### src/rtl/eab_pkg.sv
// Package with constants and carrier types for the external address bus visibility block.
package eab_pkg;
    localparam int ADDR_W = 24;
    localparam logic [23:0] ADDR_RST = 24'h000000;
    localparam logic STROBE_IDLE = 1'b1;

    // Request from the CPU side: an internal peripheral access, an external cycle, or both at once.
    typedef struct packed {
        logic int_acc;
        logic ext_acc;
        logic wr;
        logic [23:0] addr;
    } eab_req_t;

    // External bus control strobes, all active low except the address latch enable.
    typedef struct packed {
        logic rd_n;
        logic wr_n;
        logic cs_n;
        logic ale;
    } eab_ctl_t;

    localparam eab_ctl_t CTL_IDLE = '{rd_n: 1'b1, wr_n: 1'b1, cs_n: 1'b1, ale: 1'b0};

    typedef enum logic [1:0] {
        EAB_IDLE = 2'b00,
        EAB_INT = 2'b01,
        EAB_EXT = 2'b11
    } eab_state_t;
endpackage

### src/rtl/eab_visibility.sv
// External address bus driver with internal peripheral-bus access visibility.
`timescale 1ns/1ps
`default_nettype none
module eab_visibility (
    input wire logic CLOCK, // System clock, 100 MHz.
    input wire logic RST_N, // Asynchronous reset, active low.
    input wire eab_pkg::eab_req_t REQ, // Access request of the current cycle.
    output logic [23:0] A_OUT, // Address pin output value.
    output logic A_OE_N, // Address pin output enable, low while driving.
    output eab_pkg::eab_ctl_t CTL // External control strobes.
);
    // ------------------------------------------------------------
    // Signals
    // ------------------------------------------------------------
    // Decoded request of the current cycle.
    logic int_only;
    logic ext_any;
    logic ext_only;
    logic both_req;
    // Registered history of earlier cycles.
    logic [23:0] addr_r;
    eab_pkg::eab_state_t state_r;
    logic rd_n_r;
    logic wr_n_r;
    logic cs_n_r;
    logic ale_r;
    // Values on their way to the pins.
    wire logic [23:0] pin_addr;
    logic pin_oe_n;
    eab_pkg::eab_ctl_t ctl_pend;
    eab_pkg::eab_ctl_t ctl_pin;

    // ------------------------------------------------------------
    // Request decode
    // ------------------------------------------------------------
    // An internal and an external request in one cycle form a refused
    // pair: the external address takes the pins, but no strobe follows,
    // because the internal access still owns the cycle.
    // Decoding once here keeps every later process except the strobe gate, which reads REQ.int_acc directly, on the same view.
    always_comb begin
        int_only = 1'b0;
        ext_any = 1'b0;
        ext_only = 1'b0;
        both_req = 1'b0;
        if (REQ.ext_acc) begin
            ext_any = 1'b1;
            if (REQ.int_acc) begin
                both_req = 1'b1;
            end else begin
                ext_only = 1'b1;
            end
        end else if (REQ.int_acc) begin
            int_only = 1'b1;
        end
    end

    // ------------------------------------------------------------
    // Address hold register
    // ------------------------------------------------------------
    // The address of whichever access ran last stays on the pins, so an idle
    // bus still shows internal addresses; attached inputs need hysteresis.
    // Only reset clears it; after that it only changes when a new access arrives.
    always_ff @(posedge CLOCK or negedge RST_N) begin
        if (!RST_N) begin
            addr_r <= eab_pkg::ADDR_RST;
        end else if (ext_any) begin
            addr_r <= REQ.addr;
        end else if (int_only) begin
            addr_r <= REQ.addr;
        end
    end

    // ------------------------------------------------------------
    // Access state
    // ------------------------------------------------------------
    // The state records what kind of access the previous cycle carried.
    // Only a lone external access leaves a strobe pending for the next cycle,
    // so the strobe path below checks only that state, besides the current internal request.
    always_ff @(posedge CLOCK or negedge RST_N) begin
        if (!RST_N) begin
            state_r <= eab_pkg::EAB_IDLE;
        end else begin
            case (state_r)
                // From idle any kind of access may start.
                eab_pkg::EAB_IDLE: begin
                    if (ext_only) begin
                        state_r <= eab_pkg::EAB_EXT;
                    end else if (int_only || both_req) begin
                        state_r <= eab_pkg::EAB_INT;
                    end else begin
                        state_r <= eab_pkg::EAB_IDLE;
                    end
                end
                // A refused pair counts as internal, so it leaves no strobe behind.
                eab_pkg::EAB_INT: begin
                    if (ext_only) begin
                        state_r <= eab_pkg::EAB_EXT;
                    end else if (int_only || both_req) begin
                        state_r <= eab_pkg::EAB_INT;
                    end else begin
                        state_r <= eab_pkg::EAB_IDLE;
                    end
                end
                // Back-to-back external accesses keep the strobe phase running.
                eab_pkg::EAB_EXT: begin
                    if (ext_only) begin
                        state_r <= eab_pkg::EAB_EXT;
                    end else if (int_only || both_req) begin
                        state_r <= eab_pkg::EAB_INT;
                    end else begin
                        state_r <= eab_pkg::EAB_IDLE;
                    end
                end
                default: begin
                    state_r <= eab_pkg::EAB_IDLE;
                end
            endcase
        end
    end

    // ------------------------------------------------------------
    // Strobe registers
    // ------------------------------------------------------------
    // Each strobe has its own register. Direction strobes hold the last lone
    // external access, while select and latch enable follow it for one cycle.
    // Whether any of them reaches the pins is decided by the state and by the internal request of this cycle.
    always_ff @(posedge CLOCK or negedge RST_N) begin
        if (!RST_N) begin
            rd_n_r <= eab_pkg::CTL_IDLE.rd_n;
        end else if (ext_only) begin
            rd_n_r <= REQ.wr;
        end
    end

    always_ff @(posedge CLOCK or negedge RST_N) begin
        if (!RST_N) begin
            wr_n_r <= eab_pkg::CTL_IDLE.wr_n;
        end else if (ext_only) begin
            wr_n_r <= !REQ.wr;
        end
    end

    always_ff @(posedge CLOCK or negedge RST_N) begin
        if (!RST_N) begin
            cs_n_r <= eab_pkg::CTL_IDLE.cs_n;
        end else begin
            cs_n_r <= !ext_only;
        end
    end

    always_ff @(posedge CLOCK or negedge RST_N) begin
        if (!RST_N) begin
            ale_r <= eab_pkg::CTL_IDLE.ale;
        end else begin
            ale_r <= ext_only;
        end
    end

    // The pending strobe set travels as one struct from here on.
    always_comb begin
        ctl_pend.rd_n = rd_n_r;
        ctl_pend.wr_n = wr_n_r;
        ctl_pend.cs_n = cs_n_r;
        ctl_pend.ale = ale_r;
    end

    // ------------------------------------------------------------
    // Control strobes
    // ------------------------------------------------------------
    // Strobes are forced idle combinationally so an internal access in this
    // cycle can never overlap a registered external strobe. The cost is a
    // short combinational path from the request to the strobe pins.
    always_comb begin
        ctl_pin = eab_pkg::CTL_IDLE;
        if (REQ.int_acc) begin
            ctl_pin = eab_pkg::CTL_IDLE;
        end else if (state_r == eab_pkg::EAB_EXT) begin
            ctl_pin = ctl_pend;
        end
    end
    assign CTL = ctl_pin;

    // ------------------------------------------------------------
    // Address output enable
    // ------------------------------------------------------------
    // Tri-state follows the request in the same cycle rather than a register,
    // which is what keeps it free of a lag cycle. A refused pair keeps the
    // pins driven, since the external address wins them.
    always_comb begin
        pin_oe_n = 1'b0;
        if (int_only) begin
            pin_oe_n = 1'b1;
        end
    end
    assign A_OE_N = pin_oe_n;

    // ------------------------------------------------------------
    // Address pins
    // ------------------------------------------------------------
    // Each pin shows the new address in an external cycle and otherwise the
    // address accessed last, which is why internal addresses leak onto an
    // idle bus after the enable returns.
    for (genvar b = 0; b < eab_pkg::ADDR_W; b++) begin : g_addr_bit
        logic bit_val;
        always_comb begin
            if (ext_any) begin
                bit_val = REQ.addr[b];
            end else begin
                bit_val = addr_r[b];
            end
        end
        assign pin_addr[b] = bit_val;
    end
    assign A_OUT = pin_addr;
endmodule
`default_nettype wire

### config.mk
export PLATFORM = sky130hd
export DESIGN_NAME = eab_visibility
export DESIGN_NICKNAME = d
export VERILOG_FILES = /design/src/rtl/eab_pkg.sv /design/src/rtl/eab_visibility.sv
export SDC_FILE = /design/constraint.sdc
export NUM_CORES = 1
export LEC_CHECK = 0
export BUFFER_PORTS_ARGS = -buffer_cell sky130_fd_sc_hd__clkbuf_2
export CAP_MARGIN = 10
export CORE_ASPECT_RATIO = 0.8
export CORE_MARGIN = 10
export CORE_UTILIZATION = 35
export CTS_CLUSTER_DIAMETER = 60
export DETAILED_ROUTE_END_ITERATION = 8
export PLACE_DENSITY_LB_ADDON = 0.25
export SLEW_MARGIN = 15
export SYNTH_ARGS = -nofsm -noshare
export SYNTH_HDL_FRONTEND = slang
export SYNTH_SLANG_ARGS = --single-unit
### constraint.sdc
create_clock -name CLOCK -period 1.34 [get_ports CLOCK]
set_input_delay 0.268 -clock CLOCK [delete_from_list [all_inputs] [get_ports CLOCK]]
set_output_delay 0.268 -clock CLOCK [all_outputs]
set_load 0.005 [all_outputs]
# Word-level counts from Yosys, hierarchy flattened
# Index checks and enable logic that the tools add are counted.
word_totals:
  reg_bits: 30
  input_bits: 29
  output_inout_bits: 29
  word_cells: 52
op_classes:
  n_eq_ne: 2
  muxes: 38
  reduce_logical: 6
op_table:
  columns: ["operator", "count"]
  rows:
  - ["two-way mux 24 bit", 2]
  - ["two-way mux 1 bit", 32]
  - ["two-way mux 4 bit", 2]
  - ["two-way mux 2 bit", 2]
  - ["OR reduction 3 bit", 1]
  - ["equality test 2 x 1 -> 1 bit, second input constant", 1]
  - ["equality test 2 bit, second input constant", 1]
  - ["zero test 1 bit", 2]
  - ["zero test 2 bit", 1]
  - ["nonzero test 2 bit", 1]
  - ["logical OR 1 bit", 1]

# Depth between registers and ports, before layout
# Gate-level depths: netlist of run 1.
depth:
  word_depth: 6
  mapped_depth: 4
  ltp_nobuf: 3

# Worst setup path before layout of run 1
# OpenSTA, ideal clock, no wires.
synth_path:
  path_type: "input port to output port"
  from: "in REQ[25] (netlist name)"
  to: "out A_OUT[10]"
  arrival_ns: 1.038
  required_time_ns: 1.072
  slack_ns: 0.034
  stages: 4
  n_path_buf: 3
  path_cell_list: "buf_6 buf_4 mux2_2 buf_4"
synth_via:
  elab_chain_len: 2
synth_lines:
  columns: ["item", "line_no", "text"]
  rows:
  - ["start, declared", "eab_visibility.sv:7", "input wire eab_pkg::eab_req_t REQ,"]
  - ["two-way mux 1 bit", "eab_visibility.sv:45", "if (REQ.ext_acc) begin"]
  - ["two-way mux 1 bit", "eab_visibility.sv:206", "if (ext_any) begin"]
  - ["end, declared", "eab_visibility.sv:8", "output logic [23:0] A_OUT,"]
# No other way between the ends.

==> metrics.md, run 1 <==
| Metric | Value |
|---|---|
| Initial antenna violation count | `0` |
| Worst skew pair latency | `0.27 ns` |
| DPL Wire Length | `2670 um` |
| DRC Markers | `0` |
| VDD IR-drop max | `between 0.0004 and 0.0005 V` |
| Final min period | `about 1.4 ns` |
| CP Max Fanout | `4` |
| Die Area | `a little over 8000 um2` |
| Row count | `22` |
| Failing checks | `setup timing` |
| Largest net degree at the start of global routing | `17` |
| Setup crit start | `state_r[0]` |
| Data required time at the worst endpoint | `between 1 and 1.5 ns` |
| Area growth from synthesis to layout | `24.6%` |
| Clk pin slew, worst setup/hold paths | `0.06 ns` |
| Relative slew slack | `between 70% and 80%` |
| Total negative slack | `-0.0797 ns` |
| Cts bufs inserted | `5` |
| Sink Count | `30` |
| Final Net Count | `197` |
| Avg WL per Cell | `roughly 15 um` |
| Startpoint Class | `register` |
| Critical path endpoint category | `output pin` |
| Worst slew pin tran | `a little over 0.4 ns` |
| Synthesized net count | `between 150 and 200` |
| Final setup fails | `2` |
| CTS tree | `done` |
| Seq/Total Area, Yosys | `about 44%` |
| Routability cong. | `roughly 0.73` |
| Commonest non-fill, non-tap cell in the layout | `clkbuf_2` |
| Origin of the critical flop-to-flop path | `addr_r[10]` |
| Diode count | `0` |
| Global-route wire length before repair | `5530 um` |
| Setup slack, reg-to-reg | `~0.46 ns` |
| Via Count | `between 1000 and 1500` |
| CTS max path bufs | `2` |
| Seq cells post-synth | `30` |
| Vias in the first global route | `1124` |
| Drt total wl | `roughly 3300 um` |
| Gr ovfl total | `0` |
| Final period util | `103%` |
| Pre-antenna DRT Iters | `4` |
| Leak pwr | `roughly 0.0010 uW` |
| Vias per cell | `between 4 and 5` |
| Status | `complete, but fails checks` |
| Reg2Reg Depth | `2` |
| Pwr Total | `roughly 2600 uW` |
| Hold Path End | `wr_n_r` |
| DRT antenna net count | `0` |
| H-tree Lvls | `2` |
| Max-cap violation count | `0` |
| Highest Clock Rate | `a little over 700 MHz` |
| Hold Crit Start | `REQ[24]` |
| Initial DRC count | `27` |
| Ys Warns | `0` |
| I/O pins | `58` |
| Mean post-synth cell area | `roughly 14 um2` |
| Worst Slack Setup Final | `-0.0405 ns` |
| Pwr per Cell Area | `roughly 1200 nW/um2` |
| Fillers | `463` |
| Core area | `between 4000 and 5000 um2` |
| Syn Inst Count | `123` |
| Arr. time, crit path | `between 1 and 1.5 ns` |
| R2r endpoint | `addr_r[10]` |
| Most frequent cells in the layout | `clkbuf_2, mux2_2, dfrtp_1` |
| I/O Buffers | `57` |
| Critical path class | `reg2out` |
| Starting Density | `36.7%` |
| Total track usage | `8.54%` |
| RSZ-0062 raised after global routing | `true` |
| Die Y | `~83 um` |
| Hold Path Class | `in2reg` |
| Post-synth cell types | `16` |
| Die Width | `98.3 um` |
| Root Driver | `clkbuf_8` |
| Clk_skew | `~0.00017 ns` |
| Fin. max-slew vios | `0` |
| Final Hold Violating Endpoints | `0` |
| Synth Cell Area | `between 1500 and 2000 um2` |
| Worst hold path depth | `2` |
| Ratio of cells with drive above 1 in the final layout | `between 70% and 80%` |
## critical path, stage by stage (launching register included)
cell and delay, ns:
dfrtp_1 0.35, nand3b_1 0.13, or2_4 0.25, clkbuf_2 0.11
## cells in the mapped netlist
cell type,count,area share [%]
buf_6,3,2.0
buf_4,26,11
dfrtp_1,27,39
nor2b_1,2,0.73
nor2_8,1,1.2
dfstp_2,3,4.6
mux2_2,29,19
mux2i_1,1,0.58
nor2_1,3,0.66
nand3b_1,1,0.44
or2_2,2,0.73
mux2_4,20,17
inv_4,1,0.36
inv_1,2,0.44
nand2b_1,1,0.36
nand2b_4,1,0.80
## cell families (layout without fill, tap and decap cells)
kind of cell  after synthesis  after routing  synth area share [%]
buf+inv                    32             78                  14.1
flops                      30             30                  43.9
mux                        50             50                  37.1
simple gates               11             11                  4.88
## where the power goes
group          internal, uW  switching (uW)
clock                   793             332
sequential              991            40.3
combinational           282             169
## how the worst max path moves through the flow
stage | endpoint | cells after the start
floorplan | A_OUT[10] | 4
global placement | addr_r[6] | 5
detailed placement | addr_r[3] | 5
CTS | CTL[1] | 3
global route | CTL[1] | 3
finish | CTL[3] | 3
## cell type report
class	count	area, um2	area share (%)
inverter	3	13.8	0.643
sequential	30	754	35.2
clock inverter	2	60.1	2.81
clock buffer	6	82.6	3.86
timing repair buffer	67	425	19.9
tap	60	75.1	3.51
multi-input combinational	61	729	34.1
## metrics by stage
stage / utilization [%] / std cells / setup WS [ns] / hold WS, ns / area, um2
4_1_cts: 45.2 / 226 / -0.0574 / 0.151 / 2110
3_5_place_dp: 41.8 / 217 / -0.0154 / 0.220 / 1960
6_report: 45.7 / 229 / -0.0405 / 0.164 / 2140
5_1_grt: 45.7 / 229 / -0.141 / 0.155 / 2140
3_3_place_gp: 41.8 / 217 / 0.0144 / 0.210 / 1960
2_1_floorplan: - / 123 / 0.0339 / -0.0276 / 1720
## routing by layer
metal / track usage [%] / routed length (um)
met2: 13.7 / 1680
met4: 5.14 / 56
met5: 0 / 0
met1: 9.21 / 1370
met3: 3.98 / 235
## flip-flops by register name, summed over array words and instances, names as in the netlist
signal / flops
addr_r: 24
ale_r: 1
cs_n_r: 1
rd_n_r: 1
state_r: 2
wr_n_r: 1
## what timing repair did
| action | in CTS | in global routing |
|---|---|---|
| hold buffers | 1 | 0 |
| buffers inserted | 0 | 3 |
| gates resized for setup | 2 | 2 |
| setup endpoints to repair | 2 | 24 |
| gates cloned | 0 | 0 |
| endpoints found under the hold margin | 14 | 0 |
| pin swaps | 1 | 0 |
(Power assumes the default switching activity.)
==> inputs of run 2 (changes only) <==
==> constraint.sdc (replaced) <==
create_clock -name CLOCK -period 1.1 [get_ports CLOCK]
set_input_delay 0.165 -clock CLOCK [delete_from_list [all_inputs] [get_ports CLOCK]]
set_output_delay 0.165 -clock CLOCK [all_outputs]
set_load 0.005 [all_outputs]
==> run 2 against run 1 <==
Combinational power grew 23%. Critical path depth is the same. Via count grew 2.0%. Highest routed layer unchanged. The flow still finishes with violations (setup timing). Global-route usage down 0.056 points. Sequential power grew 21%. Critical endpoint is now CTL[1]. Flip-flop and latch count unchanged. Total power is 3.8% higher.
==> metrics.md, run 2 (synthesized netlist as in run 1, its figures left out) <==
| Metric | Value |
|---|---|
| Status | `complete, but fails checks` |
| Failing checks | `setup timing` |
| Diode count | `0 (unchanged)` |
| Critical path endpoint category | `output pin` |
| Sink Count | `30 (unchanged)` |
| Final period util | `116%` |
| Commonest non-fill, non-tap cell in the layout | `clkbuf_2` |
| Placed Cells | `216 (-0.46%)` |
| Relative slew slack | `87.5% (+15 points)` |
| Gr ovfl total | `0 (unchanged)` |
| Arr. time, crit path | `1.11 ns (about the same)` |
| Vias in the first global route | `1154 (+2.7%)` |
| Final min period | `1.27 ns` |
| Hold Path Class | `in2reg` |
| Die Width | `98.3 um (unchanged)` |
| Highest Clock Rate | `785 MHz` |
| Most flops, register | `addr_r` |
| Via Count | `1037 (+2.0%)` |
| Initial antenna violation count | `0 (unchanged)` |
| Die Y | `82.7 um (unchanged)` |
| DPL Wire Length | `2590 um (-3.0%)` |
| Cts bufs inserted | `5 (unchanged)` |
| Vias per cell | `4.45 (+0.22%)` |
| Pwr per Cell Area | `1290 nW/um2 (+6.2%)` |
| Critical path class | `reg2out` |
| Startpoint Class | `register` |
| Clk pin slew, worst setup/hold paths | `0.06 ns (about the same)` |
| Avg WL per Cell | `14.5 um (-1.0%)` |
| VDD IR-drop max | `0.000581 V (+27%)` |
| Max-cap violation count | `0 (unchanged)` |
| Fillers | `453 (-2.2%)` |
| Final setup fails | `28 (+26)` |
| Area growth from synthesis to layout | `21.9%` |
| Number of flip-flops under the largest register name | `24 (unchanged)` |
| Root Driver | `clkbuf_8` |
| Total track usage | `8.48% (-0.056 points)` |
| Cell Count, Final, Fillers Out | `233 (+1.7%)` |
| Largest regs | `addr_r x24, state_r x2` |
| Die Area | `8130 um2 (unchanged)` |
| Routability cong. | `0.700 (-4.5%)` |
| Core area | `4680 um2 (unchanged)` |
| Drt total wl | `3370 um (+0.72%)` |
| Placed Instance Area | `1920 um2 (-1.7%)` |
| Worst skew pair latency | `0.28 ns (about the same)` |
| CTS max path bufs | `2 (unchanged)` |
| Final Net Count | `201 (+2.0%)` |
| CTS tree | `done` |
| Most frequent cells in the layout | `clkbuf_2, mux2_2, dfrtp_1` |
| DRC Markers | `0 (unchanged)` |
| Data required time at the worst endpoint | `0.94 ns (-0.13 ns)` |
| Worst Slack Setup Final | `-0.174 ns (-0.133 ns)` |
| Final Hold Violating Endpoints | `0 (unchanged)` |
| H-tree Lvls | `2 (unchanged)` |
| Largest net degree at the start of global routing | `31 (+14)` |
| Fin area | `2090 um2 (-2.2%)` |
| Fin. max-slew vios | `0 (unchanged)` |
| Leak pwr | `0.00103 uW (-1.5%)` |
| Hold WS | `0.0504 ns (-0.113 ns)` |
| I/O Buffers | `57 (unchanged)` |
| Clk_skew | `0.00336 ns (+0.00320 ns)` |
| Initial DRC count | `11 (-59%)` |
| Ratio of cells with drive above 1 in the final layout | `76.9% (-0.64 points)` |
| Worst slew pin tran | `0.188 ns (-0.223 ns)` |
| Global-route wire length before repair | `5500 um (-0.61%)` |
| Starting Density | `36.7% (unchanged)` |
| I/O pins | `58 (unchanged)` |
| Pre-antenna DRT Iters | `5 (+1)` |
| RSZ-0062 raised after global routing | `true` |
| Row count | `22 (unchanged)` |
| DRT antenna net count | `0 (unchanged)` |
| CP Max Fanout | `4 (unchanged)` |
## run 2: cell count changes in the layout (fill, tap and decap cells not counted)
cell and change:
buf_12 -2, buf_4 +6, clkbuf_1 +2, bufinv_16 -2
## run 2: per-layer routing
layer,vias up,GRT usage [%],wire [um]
li1,487,-,-
met3,7,3.65,279
met2,34,13.9,1670
met5,-,0,0
met1,509,9.01,1340
met4,0,5.57,78
## run 2: what timing repair did
item                                   in CTS  in global routing
buffers inserted                            3                  5
hold buffers                                1                  0
setup endpoints to repair                  28                 28
endpoints found under the hold margin      27                  0
gates resized for setup                     2                  2
pin swaps                                   1                  1
## run 2: where the power goes
| part | internal (uW) | switching, uW |
|---|---|---|
| Clock | 509 | 388 |
| Sequential | 1210 | 46.2 |
| Combinational | 349 | 206 |
## run 2: per-stage QoR
step	worst slack, ns	TNS (ns)	total power, uW	util (%)
floorplan	-0.0000514	-0.000514	1670	-
global placement	-0.0792	-1.99	1780	41.1
detailed placement	-0.0966	-2.44	1800	41.1
CTS	-0.198	-3.11	2740	43.9
global route	-0.244	-4.03	2870	44.7
finish	-0.174	-2.60	2710	44.7
## run 2: final timing paths
kind / start / end / slack (ns) / cells after the start
setup reg to reg: addr_r[21] / addr_r[21] / 0.22 / 2
max in group asynchronous: RST_N / rd_n_r / 0.48 / 3
hold / removal: REQ[24] / wr_n_r / 0.05 / 2
min in group asynchronous: RST_N / addr_r[18] / 0.37 / 3
setup / recovery: state_r[0] / CTL[1] / -0.17 / 3
hold reg to reg: wr_n_r / wr_n_r / 0.48 / 2
## run 2: area by class of cell
type	instances	area (um2)	area share, %
Clock buffer	8	90.1	4.30
Inverter	3	13.8	0.658
Multi-Input combinational cell	61	729	34.8
Sequential cell	30	754	36.0
Tap cell	60	75.1	3.59
Timing Repair Buffer	71	430	20.6
## run 2: critical path: stages, from the launching register on
cell and delay [ns]:
dfrtp_1 0.34, nand3b_1 0.13, or2_4 0.25, clkbuf_2 0.11
==> inputs of run 3 (changes only) <==
--- a/config.mk
+++ b/config.mk
@@ -13,6 +13,7 @@
 export CTS_CLUSTER_DIAMETER = 60
 export DETAILED_ROUTE_END_ITERATION = 8
 export PLACE_DENSITY_LB_ADDON = 0.25
+export REMOVE_ABC_BUFFERS = 1
 export SLEW_MARGIN = 15
 export SYNTH_ARGS = -nofsm -noshare
 export SYNTH_HDL_FRONTEND = slang
==> run 3 against run 2 <==
The flow still finishes with violations (setup timing). Global-route usage rose by 0.68 points. Largest cell class unchanged. Non-clock buffer count rose by 12. Total power barely moved. Setup slack got worse by 0.046 ns. Core utilization rose by 1.8 points.
==> metrics.md, run 3 (synthesized netlist as in run 1, its figures left out) <==
| Metric | Value |
|---|---|
| Worst skew pair latency | `0.28 ns (about the same)` |
| Pre-antenna DRT Iters | `2 (-3)` |
| Fillers | `441 (-2.6%)` |
| Worst hold path depth | `2 (unchanged)` |
| Die Area | `8130 um2 (unchanged)` |
| Largest regs | `addr_r x24, state_r x2` |
| Startpoint Class | `register` |
| Critical path endpoint category | `output pin` |
| Diode count | `0 (unchanged)` |
| Final min period | `1.32 ns (+0.0458 ns)` |
| Highest Clock Rate | `758 MHz (-3.5%)` |
| Clock Power Share | `31.1% (-2.1 points)` |
| Total track usage | `9.17% (+0.68 points)` |
| CTS max path bufs | `2 (unchanged)` |
| Flop pwr share | `46.3% (about the same)` |
| Initial DRC count | `36 (+25)` |
| I/O Buffers | `57 (unchanged)` |
| Failing checks | `setup timing` |
| Starting Density | `36.7% (unchanged)` |
| Largest net degree at the start of global routing | `18 (-42%)` |
| Drt total wl | `3620 um (+7.3%)` |
| Comb pwr share | `22.6% (+2.1 points)` |
| Worst Slack Setup Final | `-0.220 ns (-0.0458 ns)` |
| Reg area | `754 um2 (unchanged)` |
| H-tree Lvls | `2 (unchanged)` |
| DRC Markers | `0 (unchanged)` |
| Most flops, register | `addr_r` |
| Pwr per Cell Area | `1240 nW/um2 (-3.8%)` |
| Fin area | `2180 um2 (+3.9%)` |
| Vias in the first global route | `1192 (+3.3%)` |
| Relative slew slack | `71.6% (-16 points)` |
| Final period util | `120% (+4.2 points)` |
| Switch share | `24.8% (+1.1 points)` |
| Leak pwr | `0.00109 uW (+5.6%)` |
| DPL Wire Length | `2750 um (+6.1%)` |
| Sink Count | `30 (unchanged)` |
| Critical path class | `reg2out` |
| Placed Cells | `219 (+1.4%)` |
| Cell Int Power | `2030 uW (-1.5%)` |
| Origin of the critical flop-to-flop path | `addr_r[21]` |
| Ratio of cells with drive above 1 in the final layout | `78.9% (+2.0 points)` |
| Hold WS | `0.0464 ns (-0.00394 ns)` |
| Data required time at the worst endpoint | `0.94 ns (about the same)` |
| Die Width | `98.3 um (unchanged)` |
| Global-route wire length before repair | `6020 um (+9.4%)` |
| Most frequent cells in the layout | `clkbuf_2, mux2_2, dfrtp_1` |
| CTS tree | `done` |
| Setup crit start | `state_r[0]` |
| VDD IR-drop max | `0.000692 V (+19%)` |
| Worst slew pin tran | `0.426 ns (+0.238 ns)` |
| Final setup fails | `28 (unchanged)` |
| Root Driver | `clkbuf_8` |
| Arr. time, crit path | `1.15 ns (+0.04 ns)` |
| Cell Count, Final, Fillers Out | `245 (+5.2%)` |
| Status | `complete, but fails checks` |
| DRT antenna net count | `0 (unchanged)` |
| R2r endpoint | `addr_r[21]` |
| P_sw | `670 uW (+4.7%)` |
| Routability cong. | `0.741 (+5.9%)` |
| Setup slack, reg-to-reg | `0.11 ns (-0.11 ns)` |
| CP Max Fanout | `4 (unchanged)` |
| Placed Instance Area | `1930 um2 (+0.52%)` |
| Max-cap violation count | `0 (unchanged)` |
| RSZ-0062 raised after global routing | `true` |
| Multi-input logic area | `733 um2 (+0.51%)` |
| Final Net Count | `213 (+6.0%)` |
| Fin. max-slew vios | `0 (unchanged)` |
| Clk_skew | `0.000743 ns (-0.00262 ns)` |
| Initial antenna violation count | `0 (unchanged)` |
| Core area | `4680 um2 (unchanged)` |
| Final Hold Violating Endpoints | `0 (unchanged)` |
| Area growth from synthesis to layout | `26.7%` |
| Gr ovfl total | `0 (unchanged)` |
| Cts bufs inserted | `5 (unchanged)` |
| Clk pin slew, worst setup/hold paths | `0.07 ns (about the same)` |
| Die Y | `82.7 um (unchanged)` |
| Reg2Reg Depth | `3 (+1)` |
| Hold Crit Start | `REQ[24]` |
| Row count | `22 (unchanged)` |
| Via Count | `1081 (+4.2%)` |
| Vias per cell | `4.41 (-0.86%)` |
| I/O pins | `58 (unchanged)` |
| Avg WL per Cell | `14.8 um (+2.1%)` |
| Commonest non-fill, non-tap cell in the layout | `clkbuf_2` |
| Number of flip-flops under the largest register name | `24 (unchanged)` |
| Hold Path End | `wr_n_r` |
| Hold Path Class | `in2reg` |
[run 3: changes by cell type in the layout (fill, tap and decap cells not counted), sizes merged]
cell    delta
clkinv     +2
clkbuf     -2
buf       +12
[run 3: stage by stage]
step / power [uW] / setup TNS, ns / util (%) / setup slack (ns)
6_report: 2700 / -2.82 / 46.5 / -0.220
5_1_grt: 2870 / -4.31 / 46.5 / -0.287
4_1_cts: 2690 / -3.29 / 44.4 / -0.238
3_5_place_dp: 1800 / -2.67 / 41.3 / -0.101
3_3_place_gp: 1790 / -1.83 / 41.3 / -0.0796
2_1_floorplan: 1530 / 0 / - / 0.0741
[run 3: how the worst max path moves through the flow]
stage	endpoint	slack, ns	cells after the start
finish	CTL[3]	-0.22	3
global route	CTL[3]	-0.29	3
CTS	CTL[3]	-0.24	3
detailed placement	A_OUT[10]	-0.10	4
global placement	A_OUT[10]	-0.08	4
floorplan	addr_r[11]	0.07	2
[run 3: power by group through the flow]
stage	clock [uW]	sequential (uW)	combinational, uW
floorplan	0	1260	276
global route	935	1260	673
global placement	0	1270	520
detailed placement	0	1270	531
finish	841	1250	611
CTS	870	1250	568
[run 3: routing by layer]
layer / part of all wire (%) / up-vias / routed length [um] / global-route usage, %
li1: - / 512 / - / -
met1: 43 / 523 / 1560 / 10.7
met2: 45 / 41 / 1620 / 13.9
met3: 11 / 5 / 396 / 5.31
met4: 1.0 / 0 / 37 / 3.00
met5: 0 / - / 0 / 0
[run 3: cell type report]
cell class,count,share of cell area [%]
multi-input cells,61,33.7
repair buffers,83,23.7
inverters,3,0.633
well taps,60,3.45
clock buffers,6,3.34
flip-flops and latches,30,34.7
clock inverters,2,0.460
[run 3: worst max-delay path: stages (launching register included)]
cell and delay, ns:
dfrtp_1 0.35, nand3b_1 0.15, or2_4 0.26, clkbuf_2 0.11
[run 3: repair_timing]
action                                  CTS  global route
hold buffers                              1             0
buffers inserted                          6            11
hold endpoints to repair                 12             0
resized for setup                         3             4
pin swaps                                 1             1
endpoints found under the setup margin   28            28
